===== src/design/bidr_pkg.sv =====
// Shared constants and types for the bus-address and soft-reset registers
//
// How it works
// RQ1: Address field bits 7:1 load strap after reset
// RQ2: Bit 0 selects strap or programmed address
// RQ3: Bit 4 pulses video-input reset, self-clears
// RQ4: Bit 1 resets all logic and registers
// RQ5: Host then sets bridge control bit 1
// RQ6: Bit 0 resets logic, keeps registers, self-clears
// RQ7: Logic reset reloads strap-derived register values
// RQ8: Logic reset also restores listed fixed registers; code only reloads the strap address field
// RQ9: Reset writes honoured only in 3.3 V mode
package bidr_pkg;

  // Register offsets
  localparam logic [7:0] OFF_OWN_ADDR = 8'h00;
  localparam logic [7:0] OFF_SOFT_RST = 8'h01;

  // Own address register layout
  localparam int ADDR_HI = 7;
  localparam int ADDR_LO = 1;
  localparam int SRC_SEL_BIT = 0;
  localparam logic SRC_SEL_RESET = 1'b0;
  localparam logic [6:0] ADDR_FIELD_RESET = 7'h00;

  // Soft reset register layout
  localparam int VID_RST_BIT = 4;
  localparam int FULL_RST_BIT = 1;
  localparam int LOGIC_RST_BIT = 0;
  localparam logic [7:0] SOFT_RST_RESET = 8'h00;

  // Serial bus framing
  localparam int RW_BIT = 0;
  localparam logic [3:0] BYTE_BITS = 4'h8;
  localparam logic [3:0] LAST_TX_BIT = 4'h7;
  localparam logic [7:0] UNMAPPED_READ = 8'h00;

  typedef enum logic [6:0] {
    BIDR_IDLE = 7'h01,
    BIDR_ADDR = 7'h02,
    BIDR_AACK = 7'h04,
    BIDR_RX   = 7'h08,
    BIDR_RACK = 7'h10,
    BIDR_TX   = 7'h20,
    BIDR_TACK = 7'h40
  } bidr_state_t;

endpackage


===== src/design/bidr_i2c_slave.sv =====
// Serial control bus slave: address match, offset pointer, byte transfers
module bidr_i2c_slave (
  input wire logic clk, // System clock
  input wire logic rstn, // Async reset, active low
  input wire logic scl_i, // Bus clock pin level
  input wire logic sda_i, // Bus data pin level
  output logic sda_oe_n, // Low while pulling data low
  input wire logic [6:0] own_address, // Address to answer
  output logic wr_stb, // One-cycle register write
  output logic [7:0] wr_offset, // Write offset
  output logic [7:0] wr_data, // Write data
  output logic [7:0] rd_offset, // Current read offset
  input wire logic [7:0] rd_data // Data at rd_offset
);

  logic [2:0] scl_sync;
  logic [2:0] sda_sync;
  logic scl_s;
  logic sda_s;
  logic scl_p;
  logic sda_p;
  logic [7:0] shreg;
  logic [3:0] bit_cnt;
  logic rw;
  logic first_byte;
  logic nack;
  bidr_pkg::bidr_state_t state;

  //////////////////////////////////////////////////////////////////////////
  // Pin synchronisers, level taken once stages two and three agree
  always_ff @(posedge clk or negedge rstn) begin
    if (!rstn) begin
      scl_sync <= 3'h7;
      sda_sync <= 3'h7;
      scl_s <= 1'b1;
      sda_s <= 1'b1;
      scl_p <= 1'b1;
      sda_p <= 1'b1;
    end else begin
      scl_sync <= {scl_sync[1:0], scl_i};
      sda_sync <= {sda_sync[1:0], sda_i};
      if (scl_sync[1] == scl_sync[2]) begin
        scl_s <= scl_sync[2];
      end
      if (sda_sync[1] == sda_sync[2]) begin
        sda_s <= sda_sync[2];
      end
      scl_p <= scl_s;
      sda_p <= sda_s;
    end
  end

  wire scl_rise = scl_s & ~scl_p;
  wire scl_fall = ~scl_s & scl_p;
  wire start_cond = scl_s & scl_p & sda_p & ~sda_s;
  wire stop_cond = scl_s & scl_p & ~sda_p & sda_s;

  //////////////////////////////////////////////////////////////////////////
  // Protocol engine
  always_ff @(posedge clk or negedge rstn) begin
    if (!rstn) begin
      state <= bidr_pkg::BIDR_IDLE;
      shreg <= 8'h00;
      bit_cnt <= 4'h0;
      rw <= 1'b0;
      first_byte <= 1'b0;
      nack <= 1'b0;
      sda_oe_n <= 1'b1;
      wr_stb <= 1'b0;
      wr_offset <= 8'h00;
      wr_data <= 8'h00;
      rd_offset <= 8'h00;
    end else begin
      wr_stb <= 1'b0;
      if (start_cond) begin
        state <= bidr_pkg::BIDR_ADDR;
        bit_cnt <= 4'h0;
        sda_oe_n <= 1'b1;
      end else if (stop_cond) begin
        state <= bidr_pkg::BIDR_IDLE;
        sda_oe_n <= 1'b1;
      end else begin
        unique case (state)
          bidr_pkg::BIDR_IDLE: begin
          end
          bidr_pkg::BIDR_ADDR, bidr_pkg::BIDR_RX: begin
            if (scl_rise) begin
              shreg <= {shreg[6:0], sda_s};
              bit_cnt <= bit_cnt + 4'h1;
            end else if (scl_fall && bit_cnt == bidr_pkg::BYTE_BITS) begin
              if (state == bidr_pkg::BIDR_ADDR) begin
                if (shreg[7:1] == own_address) begin
                  rw <= shreg[bidr_pkg::RW_BIT];
                  first_byte <= ~shreg[bidr_pkg::RW_BIT];
                  sda_oe_n <= 1'b0;
                  state <= bidr_pkg::BIDR_AACK;
                end else begin
                  state <= bidr_pkg::BIDR_IDLE;
                end
              end else begin
                sda_oe_n <= 1'b0;
                state <= bidr_pkg::BIDR_RACK;
                first_byte <= 1'b0;
                if (first_byte) begin
                  rd_offset <= shreg;
                end else begin
                  wr_stb <= 1'b1;
                  wr_offset <= rd_offset;
                  wr_data <= shreg;
                  rd_offset <= rd_offset + 8'h01;
                end
              end
            end
          end
          bidr_pkg::BIDR_AACK, bidr_pkg::BIDR_RACK: begin
            if (scl_fall) begin
              bit_cnt <= 4'h0;
              if (rw) begin
                shreg <= rd_data;
                sda_oe_n <= rd_data[7];
                state <= bidr_pkg::BIDR_TX;
              end else begin
                sda_oe_n <= 1'b1;
                state <= bidr_pkg::BIDR_RX;
              end
            end
          end
          bidr_pkg::BIDR_TX: begin
            if (scl_fall) begin
              if (bit_cnt == bidr_pkg::LAST_TX_BIT) begin
                sda_oe_n <= 1'b1;
                rd_offset <= rd_offset + 8'h01;
                state <= bidr_pkg::BIDR_TACK;
              end else begin
                shreg <= {shreg[6:0], 1'b0};
                sda_oe_n <= shreg[6];
                bit_cnt <= bit_cnt + 4'h1;
              end
            end
          end
          bidr_pkg::BIDR_TACK: begin
            if (scl_rise) begin
              nack <= sda_s;
            end else if (scl_fall) begin
              if (nack) begin
                state <= bidr_pkg::BIDR_IDLE;
              end else begin
                shreg <= rd_data;
                sda_oe_n <= rd_data[7];
                bit_cnt <= 4'h0;
                state <= bidr_pkg::BIDR_TX;
              end
            end
          end
          default: state <= bidr_pkg::BIDR_IDLE;
        endcase
      end
    end
  end

endmodule


===== src/design/bidr_regs.sv =====
// Own bus address and soft reset registers behind the serial control bus
module bidr_regs (
  input wire logic clk, // System clock, 100 MHz
  input wire logic rstn, // Power-on reset, async, active low
  input wire logic scl_i, // Bus clock pin
  input wire logic sda_i, // Bus data pin, input side
  output logic sda_o, // Bus data pin, output side
  output logic sda_oe_n, // Low while driving data pin
  input wire logic [6:0] address_strap_pin, // Decoded strap address
  input wire logic io_3v3_mode, // Bus runs 3.3 V signalling
  output logic [6:0] own_address, // Address in use
  output logic video_in_reset, // Pulse resets video input
  output logic logic_only_reset, // Pulse resets logic
  output logic full_logic_and_register_reset // Pulse resets all
);

  logic [2:0] mode_sync;
  logic mode_3v3;
  logic [6:0] own_bus_address_field;
  logic address_source_select;
  logic [6:0] strap_value;
  logic strap_pending;
  logic vid_bit;
  logic full_bit;
  logic logic_bit;
  logic [7:0] rd_data;
  logic wr_stb;
  logic [7:0] wr_offset;
  logic [7:0] wr_data;
  logic [7:0] rd_offset;
  logic slave_oe_n;

  //////////////////////////////////////////////////////////////////////////
  // Bus slave
  bidr_i2c_slave u_slave (
    .clk(clk),
    .rstn(rstn),
    .scl_i(scl_i),
    .sda_i(sda_i),
    .sda_oe_n(slave_oe_n),
    .own_address(own_address),
    .wr_stb(wr_stb),
    .wr_offset(wr_offset),
    .wr_data(wr_data),
    .rd_offset(rd_offset),
    .rd_data(rd_data)
  );

  wire wr_addr_reg = wr_stb && wr_offset == bidr_pkg::OFF_OWN_ADDR;
  wire wr_rst_reg = wr_stb && wr_offset == bidr_pkg::OFF_SOFT_RST
    && mode_3v3; // RQ9

  //////////////////////////////////////////////////////////////////////////
  // Signalling mode pin synchroniser
  always_ff @(posedge clk or negedge rstn) begin
    if (!rstn) begin
      mode_sync <= 3'h0;
      mode_3v3 <= 1'b0;
    end else begin
      mode_sync <= {mode_sync[1:0], io_3v3_mode};
      if (mode_sync[1] == mode_sync[2]) begin
        mode_3v3 <= mode_sync[2];
      end
    end
  end

  //////////////////////////////////////////////////////////////////////////
  // Strap capture after reset release and after the full or logic soft reset
  always_ff @(posedge clk or negedge rstn) begin
    if (!rstn) begin
      strap_pending <= 1'b1;
      strap_value <= bidr_pkg::ADDR_FIELD_RESET;
    end else begin
      if (strap_pending) begin
        strap_value <= address_strap_pin; // RQ1
      end
      strap_pending <= full_bit | logic_bit; // RQ7
    end
  end

  //////////////////////////////////////////////////////////////////////////
  // Own address register
  always_ff @(posedge clk or negedge rstn) begin
    if (!rstn) begin
      own_bus_address_field <= bidr_pkg::ADDR_FIELD_RESET;
      address_source_select <= bidr_pkg::SRC_SEL_RESET;
    end else if (full_bit) begin
      own_bus_address_field <= bidr_pkg::ADDR_FIELD_RESET; // RQ4
      address_source_select <= bidr_pkg::SRC_SEL_RESET; // RQ4
    end else if (strap_pending) begin
      own_bus_address_field <= address_strap_pin; // RQ1 RQ7
    end else if (wr_addr_reg) begin
      own_bus_address_field <= wr_data[bidr_pkg::ADDR_HI:bidr_pkg::ADDR_LO];
      address_source_select <= wr_data[bidr_pkg::SRC_SEL_BIT];
    end
  end

  always_ff @(posedge clk or negedge rstn) begin
    if (!rstn) begin
      own_address <= bidr_pkg::ADDR_FIELD_RESET;
    end else if (address_source_select) begin
      own_address <= own_bus_address_field; // RQ2
    end else begin
      own_address <= strap_value; // RQ2
    end
  end

  //////////////////////////////////////////////////////////////////////////
  // Self-clearing soft reset bits
  always_ff @(posedge clk or negedge rstn) begin
    if (!rstn) begin
      vid_bit <= bidr_pkg::SOFT_RST_RESET[bidr_pkg::VID_RST_BIT];
      full_bit <= bidr_pkg::SOFT_RST_RESET[bidr_pkg::FULL_RST_BIT];
      logic_bit <= bidr_pkg::SOFT_RST_RESET[bidr_pkg::LOGIC_RST_BIT];
    end else begin
      vid_bit <= wr_rst_reg && wr_data[bidr_pkg::VID_RST_BIT]; // RQ3
      full_bit <= wr_rst_reg && wr_data[bidr_pkg::FULL_RST_BIT]; // RQ4
      logic_bit <= wr_rst_reg && wr_data[bidr_pkg::LOGIC_RST_BIT]; // RQ6
    end
  end

  // Pulses to the rest of the chip; logic reset only reloads the strap address here
  always_ff @(posedge clk or negedge rstn) begin
    if (!rstn) begin
      video_in_reset <= 1'b0;
      logic_only_reset <= 1'b0;
      full_logic_and_register_reset <= 1'b0;
    end else begin
      video_in_reset <= vid_bit; // RQ3
      logic_only_reset <= logic_bit; // RQ6 RQ8
      full_logic_and_register_reset <= full_bit; // RQ4
    end
  end

  //////////////////////////////////////////////////////////////////////////
  // Read data and pin drive
  always_ff @(posedge clk or negedge rstn) begin
    if (!rstn) begin
      rd_data <= bidr_pkg::UNMAPPED_READ;
    end else if (rd_offset == bidr_pkg::OFF_OWN_ADDR) begin
      rd_data <= {own_bus_address_field, address_source_select};
    end else if (rd_offset == bidr_pkg::OFF_SOFT_RST) begin
      rd_data <= bidr_pkg::SOFT_RST_RESET; // RQ4 RQ6
    end else begin
      rd_data <= bidr_pkg::UNMAPPED_READ;
    end
  end

  always_ff @(posedge clk or negedge rstn) begin
    if (!rstn) begin
      sda_o <= 1'b0;
      sda_oe_n <= 1'b1;
    end else begin
      sda_o <= 1'b0;
      sda_oe_n <= slave_oe_n;
    end
  end

endmodule


===== config.mk =====
export PLATFORM = sky130hd
export DESIGN_NAME = bidr_regs
export DESIGN_NICKNAME = d
export VERILOG_FILES = /design/src/design/bidr_pkg.sv /design/src/design/bidr_i2c_slave.sv /design/src/design/bidr_regs.sv
export SDC_FILE = /design/constraint.sdc
export NUM_CORES = 1
export LEC_CHECK = 0
export BUFFER_PORTS_ARGS = -buffer_cell sky130_fd_sc_hd__buf_2
export CAP_MARGIN = 10
export CORE_MARGIN = 10
export CORE_UTILIZATION = 57
export CTS_BUF_LIST = sky130_fd_sc_hd__clkbuf_8
export DETAILED_ROUTE_END_ITERATION = 12
export PLACE_DENSITY_LB_ADDON = 0.05
export SETUP_SLACK_MARGIN = 0.5
export SYNTH_ARGS = -nofsm -noshare
export SYNTH_HDL_FRONTEND = slang
export SYNTH_SLANG_ARGS = --single-unit

===== constraint.sdc =====
create_clock -name clk -period 2.36 [get_ports clk]
set_input_delay 0 -clock clk [delete_from_list [all_inputs] [get_ports clk]]
set_output_delay 0 -clock clk [all_outputs]
set_load 0.005 [all_outputs]

# Yosys cells after proc, flatten, opt, wreduce, memory -nomap -nowiden
# Index checks and enable logic that the tools add are counted.
# word_totals
ff_bits	100
out_inout_bits	12
elab_cells	196
# op_classes
addsub	2
n_eq_ne	46
mux	71
bitwise_logic	18
reduce_logical	27
# op_table
op	count
$mux W8	15
$mux W7	13
$mux W4	9
$pmux W7 S5	1
$pmux W8 S4	1
$mux W1	25
$ne A4 B1 Y1 const B	5
$ne A2 B1 Y1 const B	9
$reduce_and A9 Y1	2
$logic_not A8 Y1	2
$pmux W4 S4	1
$pmux W8 S2	1
$reduce_and A8 Y1	2
$ne A3 B1 Y1 const B	5
$reduce_and A7 Y1	2
$mux W6	2
$ne A2 B2 Y1 const B	6
$ne A4 B4 Y1 const B	3
$reduce_and A11 Y1	1
$not A1 Y1	10
$add A8 B1 Y8 const B	1
$eq A8 B1 Y1 const B	1
$and A1 B1 Y1	7
$eq A7 B1 Y1 const B	1
28 further kinds	39

# Depth between registers and ports, before layout
# depth
word_depth	8
ltp_mapped	9
depth_no_buf	6

# Cells and area by module
# Synthesis repeated with hierarchy kept, for this count alone.
# unflattened
cells_unflattened	434
area_unflattened_um2	4878.4
# by_module_without_submodules
mod	instances	cells_per_inst	area_per_inst_um2
bidr_i2c_slave	1	305	3113.0
bidr_regs	1	129	1765.4

# Least setup slack after synthesis
# Ideal clock, no wire load.
# synth_path
path_type	reg-to-reg
startpoint	reg u_slave.state[2]
endpoint	reg u_slave.shreg[6]
setup_ps	125
t_arrival_ps	2176
setup_slack_ps	59
stages_incl_launch_ff	9
synth_period_minus_slack_ps	2301
path_cell_list	dfrtp_1 buf_6 or3_1 buf_2 or3_1 buf_6 o32ai_4 nor4b_4 mux2_4
# synth_via
elab_chain_len	4
# synth_lines
element	line_no	rtl
start: declaration	bidr_i2c_slave.sv:27	bidr_pkg::bidr_state_t state;
start signal: assignment	bidr_i2c_slave.sv:62	state <= bidr_pkg::BIDR_IDLE;
start signal: assignment	bidr_i2c_slave.sv:76	state <= bidr_pkg::BIDR_ADDR;
start signal: assignment	bidr_i2c_slave.sv:80	state <= bidr_pkg::BIDR_IDLE;
$eq A7 B3 Y1 (tied with other cells)	bidr_i2c_slave.sv:83	unique case (state)
$reduce_or A2 Y1	bidr_i2c_slave.sv:83	
$ne A2 B1 Y1 (no source line) or $reduce_bool A4 Y1 (tied branches)	--	
$reduce_and A11 Y1 (no source line)	--	
end signal: assignment	bidr_i2c_slave.sv:88	shreg <= {shreg[6:0], sda_s};
end signal: assignment	bidr_i2c_slave.sv:119	shreg <= rd_data;
end signal: assignment	bidr_i2c_slave.sv:135	shreg <= {shreg[6:0], 1'b0};
end: declaration	bidr_i2c_slave.sv:22	logic [7:0] shreg;
# Several ways; a longest one is shown, not always the timed one.
# A chain may end at the register's enable or synchronous reset.

# Final worst setup path
# layout_path
startpoint	reg u_slave.state[4]
endpoint	reg u_slave.shreg[0]
# Same word-level chain as after synthesis.

==> run metrics <==
status complete, no violations; Critical Path Sink Type flip-flop; Inst Count DP about 550; final hold viol count 0; Detail Placement HPWL ~7500 um; layout overhead on the synthesized area 23.67%; class of the most critical hold timing path input port to async pin; Slowest cell on crit path dfrtp_2; clk root buf clkbuf_8; Clock Skew around 0.014 ns; htree depth 3; Worst-path clk slew 0.10 ns; post-route ant nets 0; initial antenna violation count 0; drt wl/cell between 15 and 20 um; Core ar. between 0.008 and 0.009 mm2; DR vias 3,502; Post-synth ARST share between 90% and 100%; register area about 0.0025 mm2; Vias/cell 5.837; Avg Cell Area, Syn between 10 and 15 um2; Critical Path RT around 2.6 ns; Setup TNS 0 ns; routability cong. roughly 0.87; Syn Std Cell Area between 0.004 and 0.005 mm2; min Tclk post-route 2.195 ns; cell area power density 774.6 mW/mm2; number of global-route vias before repair roughly 3,600; Max Slew Vio Count 0; CP Launch Type flip-flop; M3 GR Usage 4.026%; slew margin rel. between 60% and 70%; largest net degree at the start of global routing 58; Max rail drop VDD between 0.4 and 0.5 mV; n_diodes 0; slowest stage delay, CP 0.47 ns; Slew @ Worst Pin approximately 0.57 ns; drt total wl between 10,000 and 15,000 um; io pins 24; RSZ-0062 raised after global routing true; Post-synth top flop dfrtp_1; CTS Buf Count 9; post-synthesis cell type count between 60 and 70; crit-path cells xor2_2, and3_4, a221o_1, nor4b_4, buf_12, mux2_4; CP Max Fanout 8; Total GRT Usage between 10% and 20%; share of cells above drive strength 1 ~41%; Seq cells post-synth 100; IO buf count 22; die area ~0.013 mm2; first-pass GRT wire length approximately 19,000 um; fin crit share roughly 93%; area of the multi-input gates around 0.0024 mm2; Max clock buf depth 2; Cells after Synth around 420; design area about 0.0059 mm2; filler instances between 500 and 600; Net count, final about 510; Iter 0 DRT Violations between 150 and 200; Clock Latency Late Sink about 0.37 ns; GRT met1 Usage roughly a quarter; DRC Markers 0; post-route insts no fill 600; syn_nets ~430; crit path kind flip-flop to flip-flop; final setup violation count 0; yosys warns 0; Sinks on Clock Net 100; Critical Path AT 2.45 ns; DRT Pass-1 Iters 4; DIE WIDTH 111.9 um; number of synthesized flops with an enable pin 0; P_leak 2.889 nW; global routing's busiest layer met2; GRT met2 Usage between 20% and 30%; Seq/Total Area, Yosys 52.39%; f_max approximately 0.46 GHz; Core Util, Final 72.39%; Die Height approximately 110 um; max cap viols 0; starting density of the core between 50% and 60%; CTS tree done; Remaining Overflow, GRT 0; # rows 33; Post-DP Area 0.005220 mm2
-- cell type report --
cell class / count / area share, %
multi-input combinational: 289 / 40.41
timing repair buffer: 80 / 10.81
sequential: 100 / 42.43
tap: 105 / 2.209
clock buffer: 9 / 2.082
clock inverter: 7 / 1.430
inverter: 10 / 0.6310
-- path summary, 6_finish.rpt --
check,startpoint,endpoint,slack [ns],cells past startpoint
hold reg to reg,vid_bit$_DFF_PN0_,video_in_reset$_DFF_PN0_,0.36,0
setup / recovery,u_slave.state[4]$_DFFE_PN0P_,u_slave.shreg[0]$_DFFE_PN0P_,0.16,6
max in group asynchronous,rstn,u_slave.sda_oe_n$_DFFE_PN1P_,1.46,3
min in group clk,sda_i,u_slave.sda_sync[0]$_DFF_PN1_,0.27,2
hold / removal,rstn,u_slave.state[6]$_DFFE_PN0P_,0.16,2
setup reg to reg,u_slave.state[4]$_DFFE_PN0P_,u_slave.shreg[0]$_DFFE_PN0P_,0.16,6
-- what timing repair did --
item | in CTS | in global routing
hold endpoints to repair | 49 | 0
gates cloned | 4 | 1
hold buffers | 11 | 0
pin swaps | 14 | 12
buffers inserted | 10 | 10
endpoints found under the setup margin | 54 | 55
resized for setup | 27 | 31
-- critical path: cells and delay by family, from the launching register on --
kind	cells	cell delay [ns]
compound gates	1	0.40
xor+xnor	1	0.21
flops	1	0.47
buf+inv	1	0.18
simple gates	2	0.54
mux	1	0.30
-- where the power goes --
| group | switching, mW | total (mW) | internal (mW) | leakage [nW] |
|---|---|---|---|---|
| logic | 0.726 | 1.40 | 0.679 | 1.46 |
| registers | 0.177 | 2.05 | 1.87 | 1.32 |
| clock network | 0.644 | 1.16 | 0.512 | 0.109 |
-- cell families (layout without fill, tap and decap cells) --
kind of cell,after synthesis,in the layout,share of synthesized area [%]
flops,100,100,52.39
mux,62,62,15.19
simple gates,153,156,17.43
compound gates,52,52,7.883
buf+inv,32,106,3.356
fa+ha+maj,7,7,1.665
xor+xnor,11,11,2.003
other cells,1,1,0.07797
-- stage by stage --
step	power [mW]	hold slack, ns	worst slack, ns
2_1_floorplan	2.809	-0.2956	0.06117
3_3_place_gp	3.173	0.02909	0.07017
3_5_place_dp	3.203	0.03281	0.05292
4_1_cts	4.479	0.1842	0.1743
5_1_grt	4.839	0.1963	0.1094
6_report	4.607	0.1628	0.1648
-- layer usage --
metal,part of all wire [%],vias up
li1,-,1637
met1,46,1743
met2,47,111
met3,5.8,11
met4,0.75,0
met5,0,-
-- synth_stat cells, types with 5 or more instances --
cell type / instances / area share, %
mux2_2: 36 / 8.4
dfrtp_1: 86 / 45
nor4_1: 8 / 1.0
mux2i_1: 13 / 2.7
nand3_1: 13 / 1.4
clkbuf_1: 7 / 0.55
and2_1: 13 / 1.7
dfstp_2: 14 / 7.6
and3_1: 5 / 0.65
mux2_4: 13 / 4.1
inv_1: 10 / 0.78
o21ai_0: 14 / 1.5
buf_2: 9 / 0.94
nand2b_1: 5 / 0.65
a21oi_1: 8 / 0.83
a31oi_1: 7 / 0.91
nor2_1: 24 / 1.9
nor3_1: 9 / 0.94
xor2_1: 10 / 1.8
nand2_1: 44 / 3.4
-- cell usage in the layout (no fill, tap or decap), types with 5 or more instances in the layout --
cell / n
dfstp_2: 14
or4_4: 7
nand2_1: 40
nor2_1: 23
nor3_1: 6
nand2b_1: 5
mux2_4: 20
mux2i_1: 12
xor2_1: 9
buf_2: 21
and2_1: 12
dlygate4sd3_1: 11
buf_4: 37
clkbuf_8: 9
o21ai_0: 8
nand3_1: 13
a21oi_1: 5
buf_6: 8
mux2_2: 29
inv_1: 11
dfrtp_1: 83
-- registers in the layout, indices dropped and copies added (netlist names), 3 cells and up --
| register | count |
|---|---|
| u_slave.rd_offset | 8 |
| u_slave.wr_offset | 8 |
| u_slave.wr_data | 8 |
| strap_value | 7 |
| u_slave.scl_sync | 3 |
| u_slave.sda_sync | 3 |
| mode_sync | 3 |
| own_bus_address_field | 7 |
| u_slave.state | 7 |
| u_slave.shreg | 8 |
| rd_data | 8 |
| u_slave.bit_cnt | 4 |
| own_address | 7 |
No activity file was read; power rests on OpenSTA's default activity.
